--- config.mk ---
export PLATFORM = sky130hd
export DESIGN_NAME = page_select_bank
export DESIGN_NICKNAME = d
export VERILOG_FILES = /design/src/page_pkg.sv /design/src/slot_if.sv /design/src/page_select_bank.sv /design/src/page_slot_store.sv
export VERILOG_INCLUDE_DIRS = /design/src /design/src/src
export SDC_FILE = /design/constraint.sdc
export NUM_CORES = 1
export LEC_CHECK = 0
export BUFFER_PORTS_ARGS = -buffer_cell sky130_fd_sc_hd__buf_2
export CAP_MARGIN = 20
export CORE_MARGIN = 2
export CORE_UTILIZATION = 30
export CTS_BUF_LIST = sky130_fd_sc_hd__clkbuf_8
export CTS_CLUSTER_SIZE = 30
export DETAILED_ROUTE_END_ITERATION = 7
export HOLD_SLACK_MARGIN = 0.15
export PLACE_DENSITY_LB_ADDON = 0.05
export SYNTH_ARGS = -nofsm -noshare
export SYNTH_HDL_FRONTEND = slang
export SYNTH_HIERARCHICAL = 1
export SYNTH_SLANG_ARGS = --single-unit
--- constraint.sdc ---
create_clock -name sys_clk_i -period 2 [get_ports sys_clk_i]
set_input_delay 0.1 -clock sys_clk_i [delete_from_list [all_inputs] [get_ports sys_clk_i]]
set_output_delay 0.1 -clock sys_clk_i [all_outputs]
set_load 0.05 [all_outputs]
--- src/page_defs.svh ---
/*
 * Constants of the page select register bank: bus offsets, field positions,
 * operation codes and reset values.
 * Assumes it is included by bare name from every design file that needs it.
 */
`ifndef PAGE_DEFS_SVH
`define PAGE_DEFS_SVH

// Byte offsets on the register bus.
`define PG_ADDR_W        12
`define PG_ADDR_PAGE     12'h000
`define PG_ADDR_STATUS   12'h004
`define PG_ADDR_LVLEN    12'h008

// Fields of the page register.
`define PG_PAGE_LSB      0
`define PG_PAGE_MSB      2
`define PG_SLOT_LSB      4
`define PG_SLOT_MSB      5
`define PG_OP_LSB        6
`define PG_OP_MSB        7

// Operation codes.
`define PG_OP_DIRECT     2'h0
`define PG_OP_SAVE       2'h2
`define PG_OP_RESTORE    2'h3

// Status register field holding the running priority level.
`define PG_ST_LVL_LSB    4
`define PG_ST_LVL_MSB    6

// Sizes and reset values.
`define PG_NUM_SLOTS     4
`define PG_NUM_REQ       4
`define PG_PAGE_RST      3'h0
`define PG_LVLEN_RST     4'h0

`endif

--- src/page_pkg.sv ---
/*
 * Types shared by the page select register bank.
 * Assumes the constants header is compiled alongside.
 */
package page_pkg;

   typedef logic [2:0] page_t;
   typedef logic [1:0] slot_t;

   // Priority levels in ascending order; the last one is the highest.
   typedef enum logic [2:0]
   {
      LVL_MAIN,
      LVL_INT0,
      LVL_INT1,
      LVL_INT2,
      LVL_INT3,
      LVL_NMI
   } level_e;

endpackage

--- src/slot_if.sv ---
/*
 * Carrier between the page register logic and its storage slots.
 * Assumes both ends run on the same clock.
 */
`timescale 1ns/1ns
interface slot_if;
   import page_pkg::*;

   logic    save_stb;
   slot_t   sel;
   page_t   save_val;
   page_t   rd_val;

   modport ctrl (output save_stb, output sel, output save_val, input rd_val);
   modport store (input save_stb, input sel, input save_val, output rd_val);
endinterface

--- src/page_select_bank.sv ---
/*
 * Page select register with four save slots and a priority level tracker,
 * reached over an APB slave port.
 * Assumes one 125 MHz clock, an APB master on the same clock, and request
 * and return strobes from the core that are synchronous to it.
 */
// Contract
// - There are exactly four independent slots, each holding one saved page.
// - Execution runs at one of six levels: main, levels 0 to 3, then NMI as the top.
// - A serviced level is preempted only by a strictly higher request.
// - NMI always ranks above level 3 and its rank cannot be programmed.
// - A write with only the page field set makes that page active, no slot touched.
// - The slot field at bits 5:4 picks the slot for save and restore.
// - Operation 10 saves the active page in the slot and activates the written page.
// - Operation 11 ignores the written page and restores it from the slot.
// - Operation and slot fields zero select the page without saving.
// - Reading the page field returns the active page.
// - Bit 3 is reserved and reads as zero.
`timescale 1ns/1ns
`include "page_defs.svh"
module page_select_bank
   import page_pkg::*;
(
   input  wire logic                    sys_clk_i,
   input  wire logic                    nrst_i,
   input  wire logic                    psel_i,
   input  wire logic                    penable_i,
   input  wire logic                    pwrite_i,
   input  wire logic [`PG_ADDR_W-1:0]   paddr_i,
   input  wire logic [31:0]             pwdata_i,
   output      logic [31:0]             prdata_o,
   output      logic                    pready_o,
   output      logic                    pslverr_o,
   input  wire logic [`PG_NUM_REQ-1:0]  int_req_i,
   input  wire logic                    nmi_req_i,
   input  wire logic                    int_ret_i,
   output      logic [2:0]              active_page_o,
   output      logic [2:0]              cur_level_o,
   output      logic                    grant_o,
   output      logic [2:0]              grant_level_o
);

   // ****************************************************************
   // Declarations
   // ****************************************************************

   logic [31:0]            prdata_ff;
   logic [31:0]            nxt_prdata;
   logic                   pready_ff;
   logic                   nxt_pready;
   logic                   pslverr_ff;
   logic                   nxt_pslverr;
   page_t                  page_ff;
   page_t                  nxt_page;
   logic [`PG_NUM_REQ-1:0] lvlen_ff;
   logic [`PG_NUM_REQ-1:0] nxt_lvlen;
   logic [5:1]             insvc_ff;
   logic [5:1]             nxt_insvc;
   level_e                 cur_level_ff;
   level_e                 nxt_cur_level;
   logic                   grant_ff;
   logic                   nxt_grant;
   level_e                 grant_level_ff;
   level_e                 nxt_grant_level;
   logic                   setup;
   logic                   mapped;
   logic                   wr_fire;
   logic [1:0]             wr_op;
   page_t                  wr_page;

   slot_if sl ();

   page_slot_store u_slots
   (
      .sys_clk_i (sys_clk_i),
      .nrst_i    (nrst_i),
      .sl        (sl)
   );

   // ****************************************************************
   // APB slave
   // ****************************************************************

   // Decode and write qualification; a write lands only at the edge that
   // completes the access phase, so a stalled master never writes twice.
   assign setup   = psel_i && !penable_i;
   assign mapped  = (paddr_i == `PG_ADDR_PAGE) || (paddr_i == `PG_ADDR_STATUS) ||
                    (paddr_i == `PG_ADDR_LVLEN);
   assign wr_fire = psel_i && penable_i && pready_ff && pwrite_i && !pslverr_ff;
   assign wr_op   = pwdata_i[`PG_OP_MSB:`PG_OP_LSB];
   assign wr_page = pwdata_i[`PG_PAGE_MSB:`PG_PAGE_LSB];

   // Read data is captured in the setup cycle so every output is a flop;
   // the cost is that the access phase always completes in its first cycle.
   always_comb
   begin
      nxt_pready  = 1'b0;
      nxt_pslverr = 1'b0;
      nxt_prdata  = prdata_ff;
      if (setup)
      begin
         nxt_pready  = 1'b1;
         nxt_pslverr = !mapped;
         nxt_prdata  = 32'h0;
         if (!pwrite_i)
         begin
            case (paddr_i)
               `PG_ADDR_PAGE:
               begin
                  nxt_prdata[`PG_PAGE_MSB:`PG_PAGE_LSB] = page_ff;
               end
               `PG_ADDR_STATUS:
               begin
                  nxt_prdata[`PG_PAGE_MSB:`PG_PAGE_LSB] = page_ff;
                  nxt_prdata[`PG_ST_LVL_MSB:`PG_ST_LVL_LSB] = cur_level_ff;
               end
               `PG_ADDR_LVLEN:
               begin
                  nxt_prdata[`PG_NUM_REQ-1:0] = lvlen_ff;
               end
               default:
               begin
                  nxt_prdata = 32'h0;
               end
            endcase
         end
      end
   end

   // Bus answer registers.
   always_ff @(posedge sys_clk_i or negedge nrst_i)
   begin
      if (!nrst_i)
      begin
         prdata_ff  <= 32'h0;
         pready_ff  <= 1'b0;
         pslverr_ff <= 1'b0;
      end
      else
      begin
         prdata_ff  <= nxt_prdata;
         pready_ff  <= nxt_pready;
         pslverr_ff <= nxt_pslverr;
      end
   end

   // ****************************************************************
   // Page register and slot control
   // ****************************************************************

   // Operation 01 is not defined and leaves the page and the slots alone.
   always_comb
   begin
      nxt_page    = page_ff;
      nxt_lvlen   = lvlen_ff;
      sl.save_stb = 1'b0;
      sl.sel      = pwdata_i[`PG_SLOT_MSB:`PG_SLOT_LSB];
      sl.save_val = page_ff;
      if (wr_fire && (paddr_i == `PG_ADDR_LVLEN))
      begin
         nxt_lvlen = pwdata_i[`PG_NUM_REQ-1:0];
      end
      if (wr_fire && (paddr_i == `PG_ADDR_PAGE))
      begin
         case (wr_op)
            `PG_OP_DIRECT:
            begin
               nxt_page = wr_page;
            end
            `PG_OP_SAVE:
            begin
               nxt_page    = wr_page;
               sl.save_stb = 1'b1;
            end
            `PG_OP_RESTORE:
            begin
               nxt_page = sl.rd_val;
            end
            default:
            begin
               nxt_page = page_ff;
            end
         endcase
      end
   end

   // Page and level enable registers; page 0 is active after reset.
   always_ff @(posedge sys_clk_i or negedge nrst_i)
   begin
      if (!nrst_i)
      begin
         page_ff  <= `PG_PAGE_RST;
         lvlen_ff <= `PG_LVLEN_RST;
      end
      else
      begin
         page_ff  <= nxt_page;
         lvlen_ff <= nxt_lvlen;
      end
   end

   // ****************************************************************
   // Priority level tracker
   // ****************************************************************

   // Each in-service bit stands for one nested level; main is implied.
   // A return and a new grant never share a cycle, so the nesting
   // cannot skip a level while unwinding.
   always_comb
   begin
      logic [5:1] req;
      int         top;
      int         hp;
      req             = {nmi_req_i, int_req_i & lvlen_ff};
      top             = 0;
      hp              = 0;
      nxt_insvc       = insvc_ff;
      nxt_grant       = 1'b0;
      nxt_grant_level = grant_level_ff;
      for (int i = 1; i <= 5; i++)
      begin
         if (req[i])
         begin
            hp = i;
         end
      end
      if (int_ret_i && (cur_level_ff != LVL_MAIN))
      begin
         nxt_insvc[cur_level_ff] = 1'b0;
      end
      else if (hp > int'(cur_level_ff))
      begin
         nxt_insvc[hp]   = 1'b1;
         nxt_grant       = 1'b1;
         nxt_grant_level = level_e'(hp[2:0]);
      end
      for (int i = 1; i <= 5; i++)
      begin
         if (nxt_insvc[i])
         begin
            top = i;
         end
      end
      nxt_cur_level = level_e'(top[2:0]);
   end

   // Tracker registers.
   always_ff @(posedge sys_clk_i or negedge nrst_i)
   begin
      if (!nrst_i)
      begin
         insvc_ff       <= 5'h0;
         cur_level_ff   <= LVL_MAIN;
         grant_ff       <= 1'b0;
         grant_level_ff <= LVL_MAIN;
      end
      else
      begin
         insvc_ff       <= nxt_insvc;
         cur_level_ff   <= nxt_cur_level;
         grant_ff       <= nxt_grant;
         grant_level_ff <= nxt_grant_level;
      end
   end

   // ****************************************************************
   // Outputs
   // ****************************************************************

   assign prdata_o      = prdata_ff;
   assign pready_o      = pready_ff;
   assign pslverr_o     = pslverr_ff;
   assign active_page_o = page_ff;
   assign cur_level_o   = cur_level_ff;
   assign grant_o       = grant_ff;
   assign grant_level_o = grant_level_ff;
endmodule // page_select_bank

--- src/page_slot_store.sv ---
/*
 * Four storage slots for saved page values.
 * Assumes the controller raises save_stb for exactly one cycle per save.
 */
`timescale 1ns/1ns
`include "page_defs.svh"
module page_slot_store
   import page_pkg::*;
(
   input  wire logic   sys_clk_i,
   input  wire logic   nrst_i,
   slot_if.store       sl
);

   page_t slots_ff    [`PG_NUM_SLOTS];
   page_t nxt_slots   [`PG_NUM_SLOTS];

   // ****************************************************************
   // Slot storage
   // ****************************************************************

   // Only the selected slot changes on a save, the others stay intact.
   always_comb
   begin
      for (int i = 0; i < `PG_NUM_SLOTS; i++)
      begin
         nxt_slots[i] = slots_ff[i];
      end
      if (sl.save_stb)
      begin
         nxt_slots[sl.sel] = sl.save_val;
      end
   end

   // All slots clear on reset.
   always_ff @(posedge sys_clk_i or negedge nrst_i)
   begin
      if (!nrst_i)
      begin
         for (int i = 0; i < `PG_NUM_SLOTS; i++)
         begin
            slots_ff[i] <= `PG_PAGE_RST;
         end
      end
      else
      begin
         slots_ff <= nxt_slots;
      end
   end

   // Restore reads the selected slot combinationally.
   assign sl.rd_val = slots_ff[sl.sel];
endmodule // page_slot_store

==> summary.txt, run 1 <==
Placement
  • GPL Wtd Cong: 0.751
  • Post-DP HPWL: 3.62 mm
  • # port buffers: 49

Drt
  • DR DRC count: 0
  • Via Count: 1,611
  • Routed Antenna Nets: 0
  • Via density: 4.38
  • DRT Pass-1 Iters: 4
  • Drt wl/cell: 13.7 µm
  • 1st-iter DRT viols: 42
  • Routed WL: 5.04 mm

Timing
  • Clock skew: 4.44 ps
  • Minimum clock period: 2060 ps
  • F_max: 0.484 GHz
  • Final Hold Viols: 0
  • Worst slew pin tran: 535 ps
  • Endpoints failing setup: 4
  • Max-slew violations: 0
  • Worst rel slew slack: 0.643
  • Worst setup margin: -64.0 ps
  • RSZ-0062 raised after global routing: true
  • Final worst path period share: 1.03

Synthesis
  • Seq/Total Area, Yosys: 0.469
  • Ranking of synthesized cells by area: dfrtp_1, buf_4, mux2_2
  • FFs w/ async S/R, synth: 1.00
  • Top cell type's share of synthesized area: 0.469
  • Synthesized flop and latch total: 40
  • Area share of and/or/nand/nor cells after synthesis: 0.146
  • Largest family of logic cells by synthesized area: multiplexers
  • Post-synth top area cell: dfrtp_1
  • Post-synth top flop: dfrtp_1
  • Post-synthesis cell type count: 39
  • Synthesized cell area: 2130 µm²
  • Adder-cell share of the synthesized area: 0.0176
  • Syn avg cell area: 11.5 µm²
  • Cell with the most instances after synthesis: dfrtp_1
  • Post-synthesis mux area share: 0.155
  • EDFF count, synth: 0
  • YS warnings: 6
  • Synth Area in Compound Gates: 0.0933
  • Post-Synth XOR/XNOR Area: 0
  • Syn Inst Count: 185
  • Most frequent cells after synthesis: dfrtp_1, buf_4, nand2_1

Floorplan
  • Die Width: 88.3 µm
  • Core area: 6830 µm²
  • Die Y: 88.3 µm
  • Initial core utilization: 0.312
  • Ports: 99
  • Row cnt: 30
  • Die ar.: 7800 µm²

Min path
  • Hold Path Origin: int_req_i[3]
  • Hold depth: 5
  • Min-delay worst type: input port to flip-flop
  • Hold EP: insvc_ff[4]

Setup path
  • Worst EP arrival: 2250 ps
  • Critical path, cell by cell: a21o_1, a21oi_2, ha_1, and3_4, a211oi_4, buf_6, a22oi_2, a21oi_2, o21bai_1
  • CP Capture Type: flip-flop
  • Startpoint Class: flip-flop
  • Buf/Inv on CP: 1
  • Crit-path max cell delay: 410 ps
  • Critical path peak fanout: 8
  • Crit-path slowest cell: dfrtp_1
  • Cell mode on critical path: a21oi_2
  • R2R Path Start: lvlen_ff[3]
  • Crit-path leading delay family: compound AO/OA/AOI/OAI gates
  • Required @ worst endpoint: 2180 ps
  • Worst Setup Path Type: flip-flop to flip-flop
  • Worst R2R End: cur_level_o[0]
  • FF-to-FF path depth: 9
  • FF-to-FF setup slack: -60 ps

Clocking
  • CTS Buffer Depth: 2
  • Worst-path clk slew: 80 ps
  • Clk_lat worst skew: 290 ps
  • CTS Sinks: 40
  • TritonCTS buffer count: 5
  • Root Driver: clkbuf_8
  • H-tree depth: 2
  • CTS tree: done

Finish
  • # diodes: 0
  • Fraction of layout cells with a size suffix above 1: 0.500
  • Final core occ: 0.425
  • Fin nets: 329
  • Fill count: 679
  • Layout area overhead: 36.0%

Power and ir drop
  • Power share of the clock group: 0.273
  • Pwr dens: 842 nW/µm²
  • NetSw: 0.000908 W
  • Cell internal pwr: 0.00153 W
  • Proportion of power drawn by flip-flops and latches: 0.379
  • Leakage power figure: 1.49 nW
  • Sw Ratio: 0.372
  • VDD IR max: 0.000537 V
  • Power Total: 0.00244 W
  • Combinational power share: 0.349

Run status
  • Failing checks: negative setup slack
  • Outcome: finished, violations left

Global routing
  • Vias in the first global route: 1,528
  • First-pass GRT wire length: 7.94 mm
  • Largest net degree at the start of global routing: 41
  • Total congestion overflow: 0
  • Initial antenna violation count: 0
  • GRT Overall Usage: 0.136

Run
  • Max Cap Viol: 0
==> power by group through the flow <==
stage | clock [W] | combinational (W) | sequential, W
final | 0.000666 | 0.000851 | 0.000925
after global routing | 0.000717 | 0.000920 | 0.000935
after CTS | 0.000678 | 0.000749 | 0.000924
after detailed placement | 0 | 0.000722 | 0.000940
after global placement | 0 | 0.000721 | 0.000946
after floorplan | 0 | 0.000338 | 0.00111
==> worst register-to-register path, stage by stage (launching register included) <==
cell and delay, ps:
dfrtp_1 410, a21o_1 220, a21oi_2 150, ha_1 260, and3_4 180, a211oi_4 210
buf_6 170, a22oi_2 100, a21oi_2 150, o21bai_1 90
==> state kept, by name (all words and copies together), names as in the netlist <==
signal / count
active_page_o: 3
cur_level_o: 3
grant_level_o: 3
grant_o: 1
insvc_ff: 5
lvlen_ff: 4
prdata_o: 7
pready_o: 1
pslverr_o: 1
u_slots/slots_ff: 12
==> cell families (layout without fill, tap and decap cells) <==
logic type	count (synthesis)	in the layout
other	1	25
adder cells (fa/ha/maj)	3	3
flip-flops	40	40
buffers and inverters	39	102
AND/OR/NAND/NOR	48	48
multiplexers	26	26
AO/OA/AOI/OAI	28	28
==> what timing repair did <==
action	4_1_cts	5_1_grt
buffers inserted	4	4
gates resized for setup	6	17
hold buffers	8	0
pin swaps	5	7
endpoints found under the hold margin	47	0
setup endpoints to repair	8	20
==> final cells by class <==
class | count | area [µm²] | share of cell area
Timing Repair Buffer | 85 | 547 | 0.189
Clock inverter | 3 | 38.8 | 0.0134
Clock buffer | 5 | 68.8 | 0.0237
Tap cell | 96 | 120 | 0.0414
Multi-Input combinational cell | 130 | 1080 | 0.374
Inverter | 9 | 33.8 | 0.0116
Sequential cell | 40 | 1010 | 0.347
==> layout by cell type, fill, tap and decap left out, types with 3 or more instances in the layout <==
cell type,synthesis,layout
buf_4,27,25
o21ai_0,4,4
mux2i_1,6,6
a22o_1,4,3
a22o_2,3,3
mux2_4,0,3
nand3b_1,3,3
mux2_2,17,14
inv_1,9,9
clkbuf_8,0,5
mux4_1,3,3
dfrtp_2,0,5
nand2b_1,3,3
nand2_1,18,15
dfrtp_1,40,35
buf_2,2,49
conb_1,1,25
nand2_2,0,3
nor2b_1,3,3
a21oi_2,0,6
buf_6,0,3
ha_1,3,3
dlygate4sd3_1,0,8
==> worst max-delay path by stage <==
stage,from,endpoint,cells past startpoint
2_1_floorplan,paddr_i[7],u_slots/slots_ff[10],6
3_3_place_gp,paddr_i[7],u_slots/slots_ff[11],7
3_5_place_dp,paddr_i[7],u_slots/slots_ff[9],7
4_1_cts,lvlen_ff[3],cur_level_o[0],9
5_1_grt,lvlen_ff[3],cur_level_o[0],10
6_report,lvlen_ff[3],cur_level_o[0],9
==> metal layers <==
metal	wire length [µm]	vias up	global-route usage
li1	-	779	-
met1	2400	776	0.190
met3	264	5	0.0326
met4	55	0	0.0372
met5	0	-	0
met2	2320	51	0.213
==> per-stage QoR <==
step	hold slack (ps)	cell area, µm²	worst slack, ps	TNS [ps]	std cells
finish	205	2900	-64.0	-152	368
global route	239	2900	-145	-1510	368
CTS	207	2800	-43.3	-89.5	364
detailed placement	206	2550	-225	-1890	344
global placement	209	2550	-197	-1750	344
floorplan	-196	2260	-27.8	-83.3	209
Power figures use the tool's default switching activity.
==> run 2, diff against run 1 <==
--- a/config.mk
+++ b/config.mk
@@ -11,5 +11,4 @@
 export CORE_MARGIN = 2
 export CORE_UTILIZATION = 30
-export CTS_BUF_LIST = sky130_fd_sc_hd__clkbuf_8
 export CTS_CLUSTER_SIZE = 30
 export DETAILED_ROUTE_END_ITERATION = 7
==> constraint.sdc (replaced) <==
create_clock -name sys_clk_i -period 2 [get_ports sys_clk_i]
set_input_delay 0.1 -clock sys_clk_i [delete_from_list [all_inputs] [get_ports sys_clk_i]]
set_output_delay 0.1 -clock sys_clk_i [all_outputs]
set_load 0.01 [all_outputs]
==> run 2 against run 1 <==
The flow still finishes with violations (negative setup slack). Non-clock buffer count increased by 4. Final cell count up 1.1%. Sequential share of layout area fell by 1.0 points. Clock power increased by 10%. Clock-buffer cell count grew 2. Via count up 0.87%. Critical path type unchanged. Critical endpoint is now grant_level_o[1]. Largest power group unchanged.
==> summary.txt, run 2 (synthesis results as in run 1) <==
Finish
  • Most common library cell in the layout ignoring fill and taps: buf_2
  • Largest Register: u_slots/slots_ff
  • Layout area overhead: 39.3%
  • # diodes: 0
  • Fin nets: 333
  • Fraction of layout cells with a size suffix above 1: 0.504
  • Largest register FFs: 12
  • Commonest cells after routing, fill and taps aside: buf_2, dfrtp_1, buf_4, conb_1
  • Final Cell Area: 2970 µm²

Power and ir drop
  • NetSw: 0.000662 W
  • Leakage power figure: 1.54 nW
  • Proportion of power drawn by flip-flops and latches: 0.408
  • Combinational power share: 0.266
  • Cell internal pwr: 0.00159 W
  • Pwr dens: 758 nW/µm²
  • Power share of the clock group: 0.326
  • Sw Ratio: 0.294
  • VDD IR max: 0.000282 V

Clocking
  • Root Driver: clkbuf_8
  • Clk_lat worst skew: 300 ps
  • TritonCTS buffer count: 5
  • CTS Buffer Depth: 2
  • CTS Sinks: 40
  • Worst-path clk slew: 80 ps
  • CTS tree: done
  • H-tree depth: 2

Min path
  • Hold EP: insvc_ff[4]
  • Hold depth: 4
  • Hold Path Origin: nmi_req_i
  • Min-delay worst type: input port to flip-flop

Timing
  • Final worst path period share: 1.01
  • Clock skew: 5.72 ps
  • Fin Hold WS: 167 ps
  • Setup TNS: -12.6 ps
  • F_max: 0.497 GHz
  • Worst setup margin: -12.6 ps
  • Minimum clock period: 2010 ps
  • RSZ-0062 raised after global routing: true
  • Max-slew violations: 0
  • Final Hold Viols: 0
  • Endpoints failing setup: 1

Floorplan
  • Core area: 6830 µm²
  • Row cnt: 30
  • Die ar.: 7800 µm²
  • Ports: 99
  • Die Width: 88.3 µm
  • Initial core utilization: 0.312
  • Die Y: 88.3 µm

Setup path
  • Worst R2R End: grant_level_o[1]
  • R2R Path Start: lvlen_ff[3]
  • Worst Setup Path Type: flip-flop to flip-flop
  • Critical path peak fanout: 5
  • Startpoint Class: flip-flop
  • FF-to-FF path depth: 7
  • Required @ worst endpoint: 2180 ps
  • CP Capture Type: flip-flop
  • FF-to-FF setup slack: -10 ps
  • Worst EP arrival: 2200 ps

Global routing
  • GRT Overall Usage: 0.137
  • Vias in the first global route: 1,603
  • Grt met1 use: 0.181
  • First-pass GRT wire length: 8.11 mm
  • Largest net degree at the start of global routing: 23
  • Total congestion overflow: 0
  • Met2 usage: 0.223
  • Layer with the highest usage: met2
  • Grt met3 use: 0.0336
  • Initial antenna violation count: 0

Drt
  • DR DRC count: 0
  • DRT Pass-1 Iters: 4
  • Drt wl/cell: 13.6 µm
  • 1st-iter DRT viols: 55
  • Via Count: 1,625
  • Routed WL: 5.05 mm
  • Via density: 4.37
  • Routed Antenna Nets: 0

Run
  • Max Cap Viol: 0

Placement
  • GPL Wtd Cong: 0.696
  • Placed Area: 2560 µm²
  • Post-DP HPWL: 3.68 mm
  • Dpl ws: -224 ps
  • # port buffers: 49

Run status
  • Failing checks: negative setup slack
  • Outcome: finished, violations left
run 2: worst max-delay path by stage:
stage	start	end	slack, ps	depth (start not counted)
final	lvlen_ff[3]	grant_level_o[1]	-10	7
after global routing	pslverr_o	u_slots/slots_ff[5]	-130	8
after CTS	pslverr_o	u_slots/slots_ff[11]	-60	7
after detailed placement	paddr_i[7]	u_slots/slots_ff[10]	-220	7
after global placement	paddr_i[7]	u_slots/slots_ff[10]	-190	7
after floorplan	paddr_i[7]	u_slots/slots_ff[10]	-30	6
run 2: metal layers:
metal	vias up	routed length, µm
met5	-	0
met4	0	61
met3	7	236
met2	51	2370
met1	778	2380
li1	789	-
run 2: power by group through the flow:
stage	Sequential, W	Combinational [W]	Clock (W)
floorplan	0.000955	0.000254	0
global placement	0.000930	0.000484	0
detailed placement	0.000932	0.000483	0
CTS	0.000918	0.000526	0.000759
global route	0.000929	0.000662	0.000796
finish	0.000919	0.000599	0.000733
run 2: area by class of cell:
type	instances	area [µm²]
fill	672	3860
multi-input combinational	130	1120
sequential	40	1000
timing repair buffer	89	569
tap	96	120
clock buffer	7	96.3
inverter	9	33.8
clock inverter	1	30.0
run 2: repair_timing:
| item | in CTS | in global routing |
|---|---|---|
| hold endpoints to repair | 27 | 0 |
| hold buffers | 8 | 0 |
| resized for setup | 10 | 16 |
| pin swaps | 3 | 10 |
| setup buffers | 5 | 5 |
| setup endpoints to repair | 11 | 21 |
run 2: through the flow:
step | total power, W | cells | util
2_1_floorplan | 0.00121 | 209 | -
6_report | 0.00225 | 372 | 0.435
3_5_place_dp | 0.00142 | 346 | 0.375
4_1_cts | 0.00220 | 367 | 0.418
5_1_grt | 0.00239 | 372 | 0.435
3_3_place_gp | 0.00141 | 346 | 0.375
run 2: worst max-delay path, stage by stage (launching register included):
cell and delay, ps:
dfrtp_1 390, a21o_1 210, a21oi_4 180, ha_4 230, and3_4 160, a211oi_2 240, buf_4 190, mux2_4 300
